===== config.mk =====
export PLATFORM = sky130hd
export DESIGN_NAME = fskrx_top
export DESIGN_NICKNAME = d
export VERILOG_FILES = /design/src/pkg/fskrx_pkg.sv /design/src/hw/fskrx_top.sv /design/src/hw/fskrx_matcher.sv
export VERILOG_INCLUDE_DIRS = /design/src /design/src/pkg
export SDC_FILE = /design/constraint.sdc
export NUM_CORES = 1
export LEC_CHECK = 0
export ABC_AREA = 1
export BUFFER_PORTS_ARGS = -buffer_cell sky130_fd_sc_hd__buf_2
export CORE_MARGIN = 2
export CORE_UTILIZATION = 50
export DETAILED_ROUTE_END_ITERATION = 7
export GPL_ROUTABILITY_DRIVEN = 0
export PLACE_DENSITY = 0.67
export SETUP_SLACK_MARGIN = 0.1
export SLEW_MARGIN = 40
export SYNTH_ARGS = -nofsm -noshare
export SYNTH_HDL_FRONTEND = slang
export SYNTH_HIERARCHICAL = 1
export SYNTH_SLANG_ARGS = --single-unit

===== constraint.sdc =====
create_clock -name clk -period 7.39 [get_ports clk]
set_input_delay 0.3695 -clock clk [delete_from_list [all_inputs] [get_ports clk]]
set_output_delay 0.3695 -clock clk [all_outputs]
set_load 0.05 [all_outputs]

===== src/pkg/fskrx_defines.svh =====
`ifndef FSKRX_DEFINES_SVH
`define FSKRX_DEFINES_SVH

// ****************************************
// clock and timing
// ****************************************
`define FSKRX_CLK_HZ 10000000
`define FSKRX_BASE_RATE_HZ 152340
`define FSKRX_OSR_DEFAULT 32
`define FSKRX_FIXED_RATE_HZ 32768
`define FSKRX_LVL_PERIOD_US 100
`define FSKRX_NCO_W 24

// ****************************************
// register offsets
// ****************************************
`define FSKRX_OFS_MODE 8'h00
`define FSKRX_OFS_RATE 8'h01
`define FSKRX_OFS_RXCFG 8'h02
`define FSKRX_OFS_OSR 8'h03
`define FSKRX_OFS_OSRCTL 8'h04
`define FSKRX_OFS_IRQ 8'h05
`define FSKRX_OFS_LEVEL 8'h06
`define FSKRX_OFS_PAT0 8'h08

// ****************************************
// field positions
// ****************************************
`define FSKRX_MODE_PINSEL 2
`define FSKRX_MODE_FIFO 3
`define FSKRX_MODE_FIXED 4
`define FSKRX_RXCFG_BYPASS 1
`define FSKRX_RXCFG_MATCH 2
`define FSKRX_RXCFG_LVL 7
`define FSKRX_IRQ_LVLEN 4
`define FSKRX_IRQ_DETECT 7
`define FSKRX_LEVEL_RX 2

// ****************************************
// reset values and codes
// ****************************************
`define FSKRX_OSR_RST 8'h1F
`define FSKRX_RX_CODE 2'h1

`endif


===== src/pkg/fskrx_pkg.sv =====
package fskrx_pkg;

	// ****************************************
	// carriers
	// ****************************************
	typedef struct packed {
		logic [7:0] addr;
		logic [7:0] wdata;
		logic we;
		logic re;
	} fskrx_bus_req_t;

	typedef struct packed {
		logic byte_written;
		logic fifo_not_empty;
		logic fifo_full;
	} fskrx_fifo_evt_t;

	typedef enum logic [1:0] {
		SYNC_SEARCH = 2'b01,
		SYNC_TRACK = 2'b10
	} fskrx_sync_e_t;

	typedef struct packed {
		logic [1:0] chip_operating_field;
		logic pin_mode_select;
		logic fifo_path_enable;
		logic fixed_rate_profile_bit;
		logic [6:0] rate_divisor_field;
		logic front_end_mode_reg;
		logic synchronizer_bypass;
		logic match_enable;
		logic [1:0] match_length_sel;
		logic [1:0] match_error_tolerance;
		logic level_meter_enable;
		logic [7:0] oversample_ratio_field;
		logic oversample_override;
		logic [1:0] line_a_source_sel;
		logic [1:0] line_b_source_sel;
		logic level_irq_enable;
		logic [1:0] level_irq_threshold;
		logic [31:0] pattern;
	} fskrx_cfg_t;

	typedef struct packed {
		fskrx_cfg_t cfg;
		logic [1:0] sw_s1;
		logic [1:0] sw_s2;
		logic raw_s1;
		logic raw_s2;
		logic [1:0] lvl_s1;
		logic [1:0] lvl_s2;
		logic [2:0] filt;
		logic bit_f;
		fskrx_sync_e_t sync;
		logic [23:0] nco;
		logic [6:0] div;
		logic [7:0] phase;
		logic bit_pulse;
		logic rise_pulse;
		logic bit_clk;
		logic data_bit;
		logic [1:0] level_int;
		logic [1:0] level_class_out;
		logic level_detect_flag;
		logic [11:0] lvl_cnt;
		logic irq_a;
		logic irq_b;
		logic data_out;
		logic data_oe;
		logic rx_active;
		logic front_end_out;
		logic [7:0] rd_data;
	} fskrx_state_t;

	typedef struct packed {
		logic [31:0] shreg;
		logic match;
	} fskrx_match_state_t;

endpackage


===== src/hw/fskrx_top.sv =====
`timescale 1ns/1ps
`include "fskrx_defines.svh"

module fskrx_top (
	input wire logic clk,
	input wire logic sys_rst,
	input wire fskrx_pkg::fskrx_bus_req_t bus_req,
	output logic [7:0] rd_data,
	input wire logic demod_raw_pin,
	input wire logic [1:0] mode_switch_pins,
	input wire logic [1:0] level_cmp_pins,
	input wire fskrx_pkg::fskrx_fifo_evt_t fifo_evt,
	output logic irq_line_a,
	output logic irq_line_b,
	output logic synced_bit_out,
	output logic data_oe,
	output logic rx_active,
	output logic front_end_mode_out
);
	import fskrx_pkg::*;

	// ****************************************
	// rate constants
	// ****************************************
	localparam longint unsigned SMP_HZ = 64'(`FSKRX_BASE_RATE_HZ) * 64'(`FSKRX_OSR_DEFAULT);
	localparam longint unsigned FIX_HZ = 64'(`FSKRX_FIXED_RATE_HZ) * 64'(`FSKRX_OSR_DEFAULT);
	localparam logic [23:0] INC_BASE = 24'((SMP_HZ << `FSKRX_NCO_W) / 64'(`FSKRX_CLK_HZ));
	localparam logic [23:0] INC_FIX = 24'((FIX_HZ << `FSKRX_NCO_W) / 64'(`FSKRX_CLK_HZ));
	localparam logic [11:0] LVL_CYCLES =
		12'(64'(`FSKRX_LVL_PERIOD_US) * 64'(`FSKRX_CLK_HZ) / 64'd1000000);

	fskrx_state_t st_reg;
	fskrx_state_t st_next;
	logic match_flag;

	function automatic fskrx_state_t rst_val();
		fskrx_state_t r;
		r = '0;
		r.sync = SYNC_SEARCH;
		r.cfg.oversample_ratio_field = `FSKRX_OSR_RST;
		return r;
	endfunction

	function automatic logic majority(input logic [2:0] v);
		return (v[0] & v[1]) | (v[1] & v[2]) | (v[0] & v[2]);
	endfunction

	// ****************************************
	// reference word matcher
	// ****************************************
	fskrx_matcher u_matcher (
		.clk(clk),
		.sys_rst(sys_rst),
		.enable(st_reg.rx_active && !st_reg.cfg.synchronizer_bypass
			&& st_reg.cfg.match_enable),
		.bit_pulse(st_reg.bit_pulse),
		.bit_val(st_reg.data_bit),
		.rise_pulse(st_reg.rise_pulse),
		.pattern(st_reg.cfg.pattern),
		.len_sel(st_reg.cfg.match_length_sel),
		.tol(st_reg.cfg.match_error_tolerance),
		.match(match_flag)
	);

	// ****************************************
	// next state
	// ****************************************
	always_comb begin
		logic [24:0] sum;
		logic smp_tick;
		logic [7:0] osr_eff;
		logic [7:0] half;
		logic newbit;
		logic rx;
		logic lvl_evt;
		logic [7:0] rd;
		st_next = st_reg;
		sum = 25'h0;
		smp_tick = 1'b0;
		osr_eff = `FSKRX_OSR_RST;
		half = 8'h00;
		newbit = 1'b0;
		rx = 1'b0;
		lvl_evt = 1'b0;
		rd = 8'h00;

		// pin synchronisers
		st_next.sw_s1 = mode_switch_pins;
		st_next.sw_s2 = st_reg.sw_s1;
		st_next.raw_s1 = demod_raw_pin;
		st_next.raw_s2 = st_reg.raw_s1;
		st_next.lvl_s1 = level_cmp_pins;
		st_next.lvl_s2 = st_reg.lvl_s1;
		st_next.bit_pulse = 1'b0;
		st_next.rise_pulse = 1'b0;

		rx = st_reg.cfg.pin_mode_select ? (st_reg.sw_s2 == `FSKRX_RX_CODE)
			: (st_reg.cfg.chip_operating_field == `FSKRX_RX_CODE);

		// sample tick: base rate times 32 over divisor plus one, or fixed rate times 32 with the fixed profile bit set
		if (st_reg.cfg.fixed_rate_profile_bit) begin
			sum = {1'b0, st_reg.nco} + {1'b0, INC_FIX};
			smp_tick = sum[24];
		end else begin
			sum = {1'b0, st_reg.nco} + {1'b0, INC_BASE};
			if (sum[24]) begin
				if (st_reg.div == st_reg.cfg.rate_divisor_field) begin
					st_next.div = 7'h00;
					smp_tick = 1'b1;
				end else begin
					st_next.div = st_reg.div + 7'h01;
				end
			end
		end
		st_next.nco = sum[23:0];

		// ratio plus one samples per bit keeps the sample rate fixed
		if (st_reg.cfg.oversample_override && !st_reg.cfg.fixed_rate_profile_bit) begin
			osr_eff = st_reg.cfg.oversample_ratio_field;
		end
		half = {1'b0, osr_eff[7:1]};

		// ****************************************
		// bit synchroniser
		// ****************************************
		if (!rx || st_reg.cfg.synchronizer_bypass) begin
			st_next.sync = SYNC_SEARCH;
			st_next.bit_clk = 1'b0;
			st_next.phase = 8'h00;
		end else if (smp_tick) begin
			st_next.filt = {st_reg.filt[1:0], st_reg.raw_s2};
			newbit = majority(st_next.filt);
			st_next.bit_f = newbit;
			unique case (st_reg.sync)
				SYNC_SEARCH: begin
					if (newbit != st_reg.bit_f) begin
						st_next.phase = 8'h00;
						st_next.sync = SYNC_TRACK;
					end
				end
				SYNC_TRACK: begin
					// each transition realigns the phase; no transition keeps freewheeling
					if (newbit != st_reg.bit_f) begin
						st_next.phase = 8'h00;
					end else if (st_reg.phase >= osr_eff) begin
						st_next.phase = 8'h00;
					end else begin
						st_next.phase = st_reg.phase + 8'h01;
					end
					if (st_next.phase == half) begin
						st_next.data_bit = newbit;
						st_next.bit_pulse = 1'b1;
					end
					if (st_next.phase == half + 8'h01) begin
						st_next.bit_clk = 1'b1;
						st_next.rise_pulse = 1'b1;
					end
					if (st_next.phase == 8'h00) begin
						st_next.bit_clk = 1'b0;
					end
				end
			endcase
		end

		// ****************************************
		// level meter
		// ****************************************
		if (st_reg.cfg.level_meter_enable) begin
			if (st_reg.lvl_cnt >= LVL_CYCLES - 12'h001) begin
				st_next.lvl_cnt = 12'h000;
				st_next.level_int = st_reg.lvl_s2;
			end else begin
				st_next.lvl_cnt = st_reg.lvl_cnt + 12'h001;
			end
		end else begin
			st_next.lvl_cnt = 12'h000;
		end

		// ****************************************
		// register bus
		// ****************************************
		if (bus_req.we) begin
			unique case (bus_req.addr)
				`FSKRX_OFS_MODE: begin
					st_next.cfg.chip_operating_field = bus_req.wdata[1:0];
					st_next.cfg.pin_mode_select = bus_req.wdata[`FSKRX_MODE_PINSEL];
					st_next.cfg.fifo_path_enable = bus_req.wdata[`FSKRX_MODE_FIFO];
					st_next.cfg.fixed_rate_profile_bit = bus_req.wdata[`FSKRX_MODE_FIXED];
				end
				`FSKRX_OFS_RATE: st_next.cfg.rate_divisor_field = bus_req.wdata[6:0];
				`FSKRX_OFS_RXCFG: begin
					st_next.cfg.front_end_mode_reg = bus_req.wdata[0];
					st_next.cfg.synchronizer_bypass = bus_req.wdata[`FSKRX_RXCFG_BYPASS];
					st_next.cfg.match_enable = bus_req.wdata[`FSKRX_RXCFG_MATCH];
					st_next.cfg.match_length_sel = bus_req.wdata[4:3];
					st_next.cfg.match_error_tolerance = bus_req.wdata[6:5];
					st_next.cfg.level_meter_enable = bus_req.wdata[`FSKRX_RXCFG_LVL];
				end
				`FSKRX_OFS_OSR: st_next.cfg.oversample_ratio_field = bus_req.wdata;
				`FSKRX_OFS_OSRCTL: st_next.cfg.oversample_override = bus_req.wdata[0];
				`FSKRX_OFS_IRQ: begin
					st_next.cfg.line_a_source_sel = bus_req.wdata[1:0];
					st_next.cfg.line_b_source_sel = bus_req.wdata[3:2];
					st_next.cfg.level_irq_enable = bus_req.wdata[`FSKRX_IRQ_LVLEN];
					st_next.cfg.level_irq_threshold = bus_req.wdata[6:5];
					if (bus_req.wdata[`FSKRX_IRQ_DETECT]) begin
						st_next.level_detect_flag = 1'b0;
					end
				end
				default: begin
					for (int i = 0; i < 4; i++) begin
						if (bus_req.addr == `FSKRX_OFS_PAT0 + 8'(i)) begin
							st_next.cfg.pattern[i*8 +: 8] = bus_req.wdata;
						end
					end
				end
			endcase
		end

		// detect set wins over a clear in the same cycle
		if (st_reg.cfg.level_irq_enable && st_reg.cfg.level_meter_enable
			&& st_reg.level_int >= st_reg.cfg.level_irq_threshold) begin
			st_next.level_detect_flag = 1'b1;
		end
		lvl_evt = st_reg.level_detect_flag;

		if (bus_req.re) begin
			unique case (bus_req.addr)
				`FSKRX_OFS_MODE: rd = {3'h0, st_reg.cfg.fixed_rate_profile_bit,
					st_reg.cfg.fifo_path_enable, st_reg.cfg.pin_mode_select,
					st_reg.cfg.chip_operating_field};
				`FSKRX_OFS_RATE: rd = {1'b0, st_reg.cfg.rate_divisor_field};
				`FSKRX_OFS_RXCFG: rd = {st_reg.cfg.level_meter_enable,
					st_reg.cfg.match_error_tolerance, st_reg.cfg.match_length_sel,
					st_reg.cfg.match_enable, st_reg.cfg.synchronizer_bypass,
					st_reg.cfg.front_end_mode_reg};
				`FSKRX_OFS_OSR: rd = st_reg.cfg.oversample_ratio_field;
				`FSKRX_OFS_OSRCTL: rd = {7'h00, st_reg.cfg.oversample_override};
				`FSKRX_OFS_IRQ: rd = {st_reg.level_detect_flag, st_reg.cfg.level_irq_threshold,
					st_reg.cfg.level_irq_enable, st_reg.cfg.line_b_source_sel,
					st_reg.cfg.line_a_source_sel};
				`FSKRX_OFS_LEVEL: begin
					st_next.level_class_out = st_reg.level_int;
					rd = {5'h00, st_reg.rx_active, st_next.level_class_out};
				end
				default: begin
					for (int i = 0; i < 4; i++) begin
						if (bus_req.addr == `FSKRX_OFS_PAT0 + 8'(i)) begin
							rd = st_reg.cfg.pattern[i*8 +: 8];
						end
					end
				end
			endcase
		end
		st_next.rd_data = rd;

		// ****************************************
		// pin routing
		// ****************************************
		st_next.rx_active = rx;
		st_next.front_end_out = st_reg.cfg.front_end_mode_reg;
		st_next.irq_a = 1'b0;
		st_next.irq_b = 1'b0;
		st_next.data_out = 1'b0;
		st_next.data_oe = 1'b0;
		if (rx && !st_reg.cfg.fifo_path_enable) begin
			st_next.irq_a = (st_reg.cfg.line_a_source_sel == 2'h1) ? lvl_evt
				: match_flag;
			st_next.irq_b = st_reg.bit_clk;
			st_next.data_oe = 1'b1;
			st_next.data_out = st_reg.cfg.synchronizer_bypass ? st_reg.raw_s2
				: st_reg.data_bit;
		end else if (rx) begin
			unique case (st_reg.cfg.line_a_source_sel)
				2'h0: st_next.irq_a = 1'b0;
				2'h1: st_next.irq_a = fifo_evt.byte_written;
				2'h2: st_next.irq_a = fifo_evt.fifo_not_empty;
				2'h3: st_next.irq_a = match_flag;
			endcase
			unique case (st_reg.cfg.line_b_source_sel)
				2'h0: st_next.irq_b = 1'b0;
				2'h1: st_next.irq_b = fifo_evt.fifo_full;
				2'h2, 2'h3: st_next.irq_b = lvl_evt;
			endcase
		end
	end

	always_ff @(posedge clk) begin
		if (sys_rst) begin
			st_reg <= rst_val();
		end else begin
			st_reg <= st_next;
		end
	end

	assign rd_data = st_reg.rd_data;
	assign irq_line_a = st_reg.irq_a;
	assign irq_line_b = st_reg.irq_b;
	assign synced_bit_out = st_reg.data_out;
	assign data_oe = st_reg.data_oe;
	assign rx_active = st_reg.rx_active;
	assign front_end_mode_out = st_reg.front_end_out;
endmodule


===== src/hw/fskrx_matcher.sv =====
`timescale 1ns/1ps
`include "fskrx_defines.svh"

module fskrx_matcher (
	input wire logic clk,
	input wire logic sys_rst,
	input wire logic enable,
	input wire logic bit_pulse,
	input wire logic bit_val,
	input wire logic rise_pulse,
	input wire logic [31:0] pattern,
	input wire logic [1:0] len_sel,
	input wire logic [1:0] tol,
	output logic match
);
	import fskrx_pkg::*;

	fskrx_match_state_t st_reg;
	fskrx_match_state_t st_next;

	function automatic logic [5:0] popcount(input logic [31:0] v);
		logic [5:0] n;
		n = 6'h00;
		for (int i = 0; i < 32; i++) begin
			n = n + {5'h00, v[i]};
		end
		return n;
	endfunction

	// compared length is 8, 16, 24 or 32 bits, newest bits at the bottom
	function automatic logic [31:0] len_mask(input logic [1:0] sel);
		logic [31:0] m;
		m = 32'h0000_0000;
		for (int i = 0; i < 4; i++) begin
			if (2'(i) <= sel) begin
				m[i*8 +: 8] = 8'hFF;
			end
		end
		return m;
	endfunction

	always_comb begin
		st_next = st_reg;
		if (!enable) begin
			st_next.match = 1'b0;
		end else begin
			if (bit_pulse) begin
				st_next.shreg = {st_reg.shreg[30:0], bit_val};
			end
			if (rise_pulse) begin
				st_next.match = popcount((st_reg.shreg ^ pattern) & len_mask(len_sel))
					<= {4'h0, tol};
			end
		end
	end

	always_ff @(posedge clk) begin
		if (sys_rst) begin
			st_reg <= '0;
		end else begin
			st_reg <= st_next;
		end
	end

	assign match = st_reg.match;
endmodule


==> results.json, run 1 <==
{
  "pwr-share-clk_pct": 44.0,
  "hold_path.class": "in -> reg",
  "start_kind": "flop",
  "path_buf_inv": 1,
  "cts_tree": "done",
  "drv_cap": 0,
  "yosys_register_bits": 188,
  "synth.avg_cell_area_um2": 7.113,
  "ys_types": 57,
  "r2r-start": "u_matcher/st_reg[2]",
  "clkSinkCount": 188,
  "cts_setup_buffers": 0,
  "drt.antenna.violating_nets": 0,
  "post_cts_resized": 0,
  "fin_nets": 1545,
  "via_count": 9215,
  "worstSetupPathType": "reg -> reg",
  "synthesis.area_um2": 10330,
  "layout_worst_path_cycle_share_pct": 80.12,
  "die_area_um2": 21820,
  "whs_path_depth": 3,
  "cpPeakStageDelay_ns": 0.53,
  "r2r_slack_ns": 1.47,
  "cp_cell_sequence": "xnor2_1 -> fa_1 -> fa_1 -> fa_1 -> inv_1 -> fa_1 -> fa_1 -> fa_1 -> fa_1 -> fa_1 -> ha_1 -> fa_1 -> ha_1 -> nand2_1 -> nand2_1 -> nand2_1 -> nand3_1 -> a21oi_1",
  "fp.coreArea_um2": 20230,
  "rsz0062_at_grt": "false",
  "async_flop_share_pct": 0,
  "clkTransAtPathRegs_ns": 0.07,
  "synth-adder-area-share_pct": 8.480,
  "grt_max_degree": 75,
  "tightest_slew_ns": 0.7633,
  "timing.rr.end": "u_matcher/match",
  "fp.dieH_um": 147.7,
  "ys_seq_area_share_pct": 36.44,
  "netlist.area_leader.share_pct": 36.44,
  "htreeDepth": 4,
  "required_ns": 7.75,
  "first_global_vias": 8315,
  "end_kind": "flop",
  "yosys-top-cells-count": "nand2_1, inv_1, nor2_1, dfxtp_1, o21ai_0",
  "worst-path-stages": 18,
  "cp_max_fo": 3,
  "synth_xor_area_share_pct": 2.290,
  "largest_reg_flops": 135,
  "synth_top_family_by_area": "simple AND/OR/NAND/NOR gates",
  "finalMaxSlewViolations": 0,
  "synth_area_leaders": "dfxtp_1, nand2_1, inv_1",
  "critPathArrivalTime_ns": 6.28,
  "root_buffer": "clkbuf_16",
  "synth_compound_area_share_pct": 19.29,
  "drive_gt1_share_pct": 7.593,
  "setup_viol": 0,
  "synthSimpleGateAreaFrac_pct": 22.68,
  "yosysWarnings": 6,
  "slowest_stage": "fa_1",
  "numPortBuffers": 41,
  "relSlewSlack_pct": 48.99,
  "p_leak_nw": 4.720,
  "cp_common_cell": "fa_1",
  "cts_hold_buffers": 0,
  "rows": 52,
  "vias_per_cell": 5.278,
  "synth-edff-count": 0,
  "cpLargestDelayFamily": "adder cells",
  "grt_first_pass_wirelength_um": 42610,
  "wl_um": 26460,
  "power.net_switching_mw": 0.5631,
  "p_per_area_nw_per_um2": 193.1,
  "synthMuxAreaShare_pct": 0.09691,
  "grtUsageTotal_pct": 24.74,
  "cts_buffers": 17,
  "internal_power_mw": 1.605,
  "drc": 0,
  "p_sw_share_pct": 25.98,
  "syn_to_final_growth_pct": 8.673,
  "antenna_found_initial": 1,
  "die_w_um": 147.7,
  "fin_crit_ns": 5.921,
  "rr_worst_depth": 18,
  "fmax_ghz": 0.1689,
  "synth.most_common_cell": "nand2_1",
  "ioPinCount": 42,
  "comb_power_share_pct": 7.3,
  "hold_viol": 0,
  "overflow": 0,
  "final.setup.tns_ns": 0,
  "routedWlPerCell_um": 15.15,
  "vdd_drop_max_mv": 0.1512,
  "drt-initial-drc-count": 715,
  "hold-path-endpoint": "st_next[84]",
  "synth_cells": 1452,
  "clock_path_buffers": 2,
  "hpwl_um": 19500,
  "p_total_mw": 2.168,
  "seq_power_share_pct": 48.7,
  "outcome": "complete, no violations",
  "finClkSkew_ns": 0.01052,
  "worstSkewPairLatency_ns": 0.44,
  "yosysTopAreaCell": "dfxtp_1",
  "start_util_pct": 51.05,
  "ys.flop_type": "dfxtp_1",
  "min_from": "demod_raw_pin",
  "drtPass1Iterations": 6
}
==> metal layers <==
layer	wire (um)	GRT usage (%)	vias up	share of wire, %
li1	-	-	4764	-
met1	11740	32.07	4153	44
met2	12740	42.21	260	48
met3	1467	4.414	38	5.5
met4	502	7.452	0	1.9
met5	0	0	-	0
==> worst max path at each step <==
stage                              startpoint               to
final                     u_matcher/st_reg[2]  u_matcher/match
after global routing      u_matcher/st_reg[2]  u_matcher/match
after CTS                 u_matcher/st_reg[1]  u_matcher/match
after detailed placement  u_matcher/st_reg[1]  u_matcher/match
after global placement    u_matcher/st_reg[1]  u_matcher/match
after floorplan           u_matcher/st_reg[2]  u_matcher/match
==> cell families after synthesis <==
kind of cell               after synthesis
AOI/OAI and AO/OA                      371
DFF                                    188
adders and majority gates               55
muxes                                    1
buffers and inverters                  269
xor gates and xnor gates                27
other                                    1
and+or+nand+nor                        540
==> tightest hold or removal path, delay by kind of cell <==
kind / cells / cell delay [ns]
buffers and inverters: 2 / 0.10
and+or+nand+nor: 1 / 0.06
==> per-stage QoR <==
| stage | hold slack [ns] | util [%] | area [um2] | setup slack (ns) | instances |
|---|---|---|---|---|---|
| 2_1_floorplan | 0.3883 | - | 10330 | 1.669 | 1453 |
| 3_5_place_dp | 0.3949 | 52.41 | 10600 | 1.457 | 1713 |
| 4_1_cts | 0.1198 | 55.42 | 11210 | 1.455 | 1745 |
| 6_report | 0.1331 | 55.47 | 11220 | 1.469 | 1746 |
| 5_1_grt | 0.1324 | 55.46 | 11220 | 1.195 | 1745 |
| 3_3_place_gp | 0.3901 | 52.37 | 10600 | 1.550 | 1713 |
==> layout by cell type (no fill, tap or decap), drive strengths merged, types with 18 or more instances in the layout <==
cell	count
nor2	206
clkbuf	18
dfxtp	188
ha	30
nand4	26
buf	42
fa	25
nand3	54
nand2	222
o21ai	167
inv	222
a21oi	152
==> power groups by stage <==
stage          registers [mW]  clock network [mW]  logic [mW]
4_1_cts                  1.06               0.971       0.157
2_1_floorplan            1.07                   0       0.120
5_1_grt                  1.06                1.01       0.182
3_5_place_dp             1.08                   0       0.157
6_report                 1.06               0.953       0.159
3_3_place_gp             1.08                   0       0.156
==> layout make-up <==
cell class / instances / area (um2)
antenna: 1 / 2.502
clock buffer: 18 / 439.2
clock inverter: 14 / 170.2
fill: 1960 / 9010
inverter: 217 / 818.3
multi-input combinational: 996 / 5479
sequential: 188 / 3765
tap: 270 / 337.8
timing repair buffer: 42 / 212.7
Power figures use the tool's default switching activity.
==> inputs of run 2 (changes only) <==
--- a/config.mk
+++ b/config.mk
@@ -6,13 +6,13 @@
 export SDC_FILE = /design/constraint.sdc
 export NUM_CORES = 1
 export LEC_CHECK = 0
-export ABC_AREA = 1
+export ABC_AREA = 0
 export BUFFER_PORTS_ARGS = -buffer_cell sky130_fd_sc_hd__buf_2
 export CORE_MARGIN = 2
 export CORE_UTILIZATION = 50
 export DETAILED_ROUTE_END_ITERATION = 7
 export GPL_ROUTABILITY_DRIVEN = 0
-export PLACE_DENSITY = 0.67
+export PLACE_DENSITY = 0.69
 export SETUP_SLACK_MARGIN = 0.1
 export SLEW_MARGIN = 40
 export SYNTH_ARGS = -nofsm -noshare
==> constraint.sdc (replaced) <==
create_clock -name clk -period 4.8 [get_ports clk]
set_input_delay 0.24 -clock clk [delete_from_list [all_inputs] [get_ports clk]]
set_output_delay 0.24 -clock clk [all_outputs]
set_load 0.05 [all_outputs]
==> run 2 against run 1 <==
The flow now finishes with violations (setup timing). Via count decreased by 9.3%. Non-clock buffer count increased by 51. Setup slack got worse by 2.5 ns. Die area decreased by 1.0%. Register-to-register slack got worse by 2.5 ns. Count of clock-buffer cells in the layout increased by 1. Global-route usage decreased by 0.81 points. Critical path type unchanged. Critical endpoint unchanged.
==> results.json, run 2 <==
{
  "vias_per_cell": 5.604,
  "drtPass1Iterations": 6,
  "cts_tree": "done",
  "worstSkewPairLatency_ns": 0.44,
  "yosys_register_bits": 188,
  "rows": 52,
  "drive_gt1_share_pct": 13.93,
  "grtUsageTotal_pct": 23.93,
  "numPortBuffers": 41,
  "hold_slack_ns": 0.01076,
  "end_kind": "flop",
  "cp_cell_sequence": "xnor2_2 -> fa_1 -> fa_1 -> fa_1 -> inv_1 -> fa_1 -> fa_1 -> fa_1 -> fa_1 -> fa_1 -> ha_2 -> fa_1 -> ha_1 -> nor2b_1 -> a2bb2oi_2 -> o31ai_1",
  "path_buf_inv": 1,
  "routedWlPerCell_um": 17.08,
  "final_common_cell": "dfxtp_1",
  "synth_cells": 1168,
  "hpwl_um": 18100,
  "layout_common_cells": "dfxtp_1, nor2_1, nand2_1, a21oi_1, mux2i_1",
  "synth.avg_cell_area_um2": 8.749,
  "fp.coreArea_um2": 20170,
  "cpPeakStageDelay_ns": 0.57,
  "yosys-top-cells-count": "dfxtp_1, nor2_1, nand2_1, a21oi_1, mux2i_1",
  "fin_nets": 1290,
  "finalInstanceArea_um2": 11460,
  "ioPinCount": 42,
  "overflow": 0,
  "cp_common_cell": "fa_1",
  "seq_power_share_pct": 49.3,
  "yosysTopAreaCell": "dfxtp_1",
  "root_buffer": "clkbuf_16",
  "p_leak_nw": 4.880,
  "via_count": 8355,
  "yosysWarnings": 6,
  "die_w_um": 147.0,
  "die_area_um2": 21600,
  "finClkSkew_ns": 0.008286,
  "largest_reg_flops": 135,
  "required_ns": 5.15,
  "synth-edff-count": 0,
  "fp.dieH_um": 147.0,
  "critPathArrivalTime_ns": 6.20,
  "violations": "setup timing",
  "antenna_found_initial": 1,
  "synth_area_leaders": "dfxtp_1, mux2i_1, nor2_1",
  "fmax_ghz": 0.1711,
  "async_flop_share_pct": 0,
  "relSlewSlack_pct": 50.64,
  "cp_max_fo": 3,
  "ys_seq_area_share_pct": 36.83,
  "ys_types": 74,
  "p_sw_share_pct": 26.16,
  "hold_path.class": "in -> reg",
  "pwr-share-clk_pct": 42.4,
  "clkTransAtPathRegs_ns": 0.07,
  "setup_viol": 1,
  "drc": 0,
  "drt.antenna.violating_nets": 0,
  "clkSinkCount": 188,
  "ys.flop_type": "dfxtp_1",
  "p_per_area_nw_per_um2": 292.1,
  "cpLargestDelayFamily": "adder cells",
  "finalMaxSlewViolations": 0,
  "tightest_slew_ns": 0.7364,
  "syn_to_final_growth_pct": 12.13,
  "p_total_mw": 3.347,
  "start_kind": "flop",
  "comb_power_share_pct": 8.3,
  "power.net_switching_mw": 0.8758,
  "synthesis.area_um2": 10220,
  "dpl-instance-area_um2": 10810,
  "layout_setup_ws_ns": -1.044,
  "post-route-util_pct": 56.81,
  "netlist.area_leader.share_pct": 36.83,
  "internal_power_mw": 2.472,
  "rsz0062_at_grt": "true",
  "grt_first_pass_wirelength_um": 41020,
  "first_global_vias": 7834,
  "start_util_pct": 50.66,
  "cts_buffers": 17,
  "drt-initial-drc-count": 639,
  "htreeDepth": 4,
  "clock_path_buffers": 2,
  "grt_max_degree": 88,
  "drv_cap": 0,
  "slowest_stage": "fa_1",
  "worstSetupPathType": "reg -> reg",
  "wl_um": 25470,
  "hold_viol": 0,
  "fin_crit_ns": 5.844,
  "layout_worst_path_cycle_share_pct": 121.8,
  "synth.most_common_cell": "dfxtp_1",
  "outcome": "complete, but fails checks",
  "vdd_drop_max_mv": 0.2264
}
run 2: cell types whose count changed after synthesis, sizes merged, moves of 28 or more:
cell | previous run | this run
a21oi | 152 | 72
inv | 214 | 47
mux2i | 1 | 62
nand2 | 222 | 134
nand3 | 54 | 26
nor2 | 206 | 163
o21ai | 167 | 22
xnor2 | 13 | 47
xor2 | 14 | 42
run 2: cell families after synthesis:
logic type	after synthesis	share of synthesized area, %
muxes	82	9.379
xor gates and xnor gates	89	7.702
AOI/OAI and AO/OA	184	11.85
buffers and inverters	121	5.008
and+or+nand+nor	446	20.40
adders and majority gates	57	8.791
other	1	0.03670
DFF	188	36.83
run 2: final cells by class:
cell class                 count  area, um2
inverter                      47      176.4
multi-input combinational    860       5982
sequential                   188       3767
clock buffer                  19      452.9
fill                        1854       8711
timing repair buffer          93      606.8
clock inverter                13      132.6
antenna                        1      2.502
tap                          270      337.8
run 2: metrics by stage:
stage                     instances  setup WS [ns]  setup TNS (ns)
after global routing           1490         -1.202          -1.202
final                          1491         -1.044          -1.044
after CTS                      1490         -1.101          -1.101
after floorplan                1169        -0.8730         -0.8730
after detailed placement       1456         -1.108          -1.108
after global placement         1456        -0.9876         -0.9876
run 2: what timing repair did:
item                                    CTS  global route
pin swaps                                 3             3
buffers inserted                          0             0
gates resized for setup                   3             3
endpoints found under the setup margin    1             1
hold buffers                              2             0
endpoints found under the hold margin     2             0
run 2: worst paths after layout:
kind              slack, ns         endpoint  depth (start not counted)               from
setup reg to reg      -1.04  u_matcher/match                         16         st_reg[90]
hold / removal         0.01      st_next[80]                          2  level_cmp_pins[0]
hold reg to reg        0.44       st_reg[86]                          1        st_next[86]
setup / recovery      -1.04  u_matcher/match                         16         st_reg[90]
run 2: power groups by stage:
| stage | Combinational [mW] | Clock [mW] | Sequential (mW) |
|---|---|---|---|
| global route | 0.309 | 1.50 | 1.66 |
| CTS | 0.275 | 1.45 | 1.65 |
| finish | 0.278 | 1.42 | 1.65 |
| detailed placement | 0.273 | 0 | 1.68 |
| global placement | 0.270 | 0 | 1.68 |
| floorplan | 0.231 | 0 | 1.67 |
run 2: metal layers:
layer	share of wire [%]	global-route usage, %	vias to the layer above
met1	47	33.64	4004
li1	-	-	4061
met4	1.2	5.962	2
met2	45	37.21	262
met5	0.051	0	-
met3	7.1	5.901	26
run 2: worst register-to-register path: cells and delay by family (launching register included):
| kind | cells | cell delay [ns] |
|---|---|---|
| adder cells (fa/ha/maj) | 11 | 4.78 |
| flip-flops | 1 | 0.34 |
| AO/OA/AOI/OAI | 2 | 0.30 |
| XOR/XNOR | 1 | 0.14 |
| AND/OR/NAND/NOR | 1 | 0.15 |
| buffers and inverters | 1 | 0.05 |
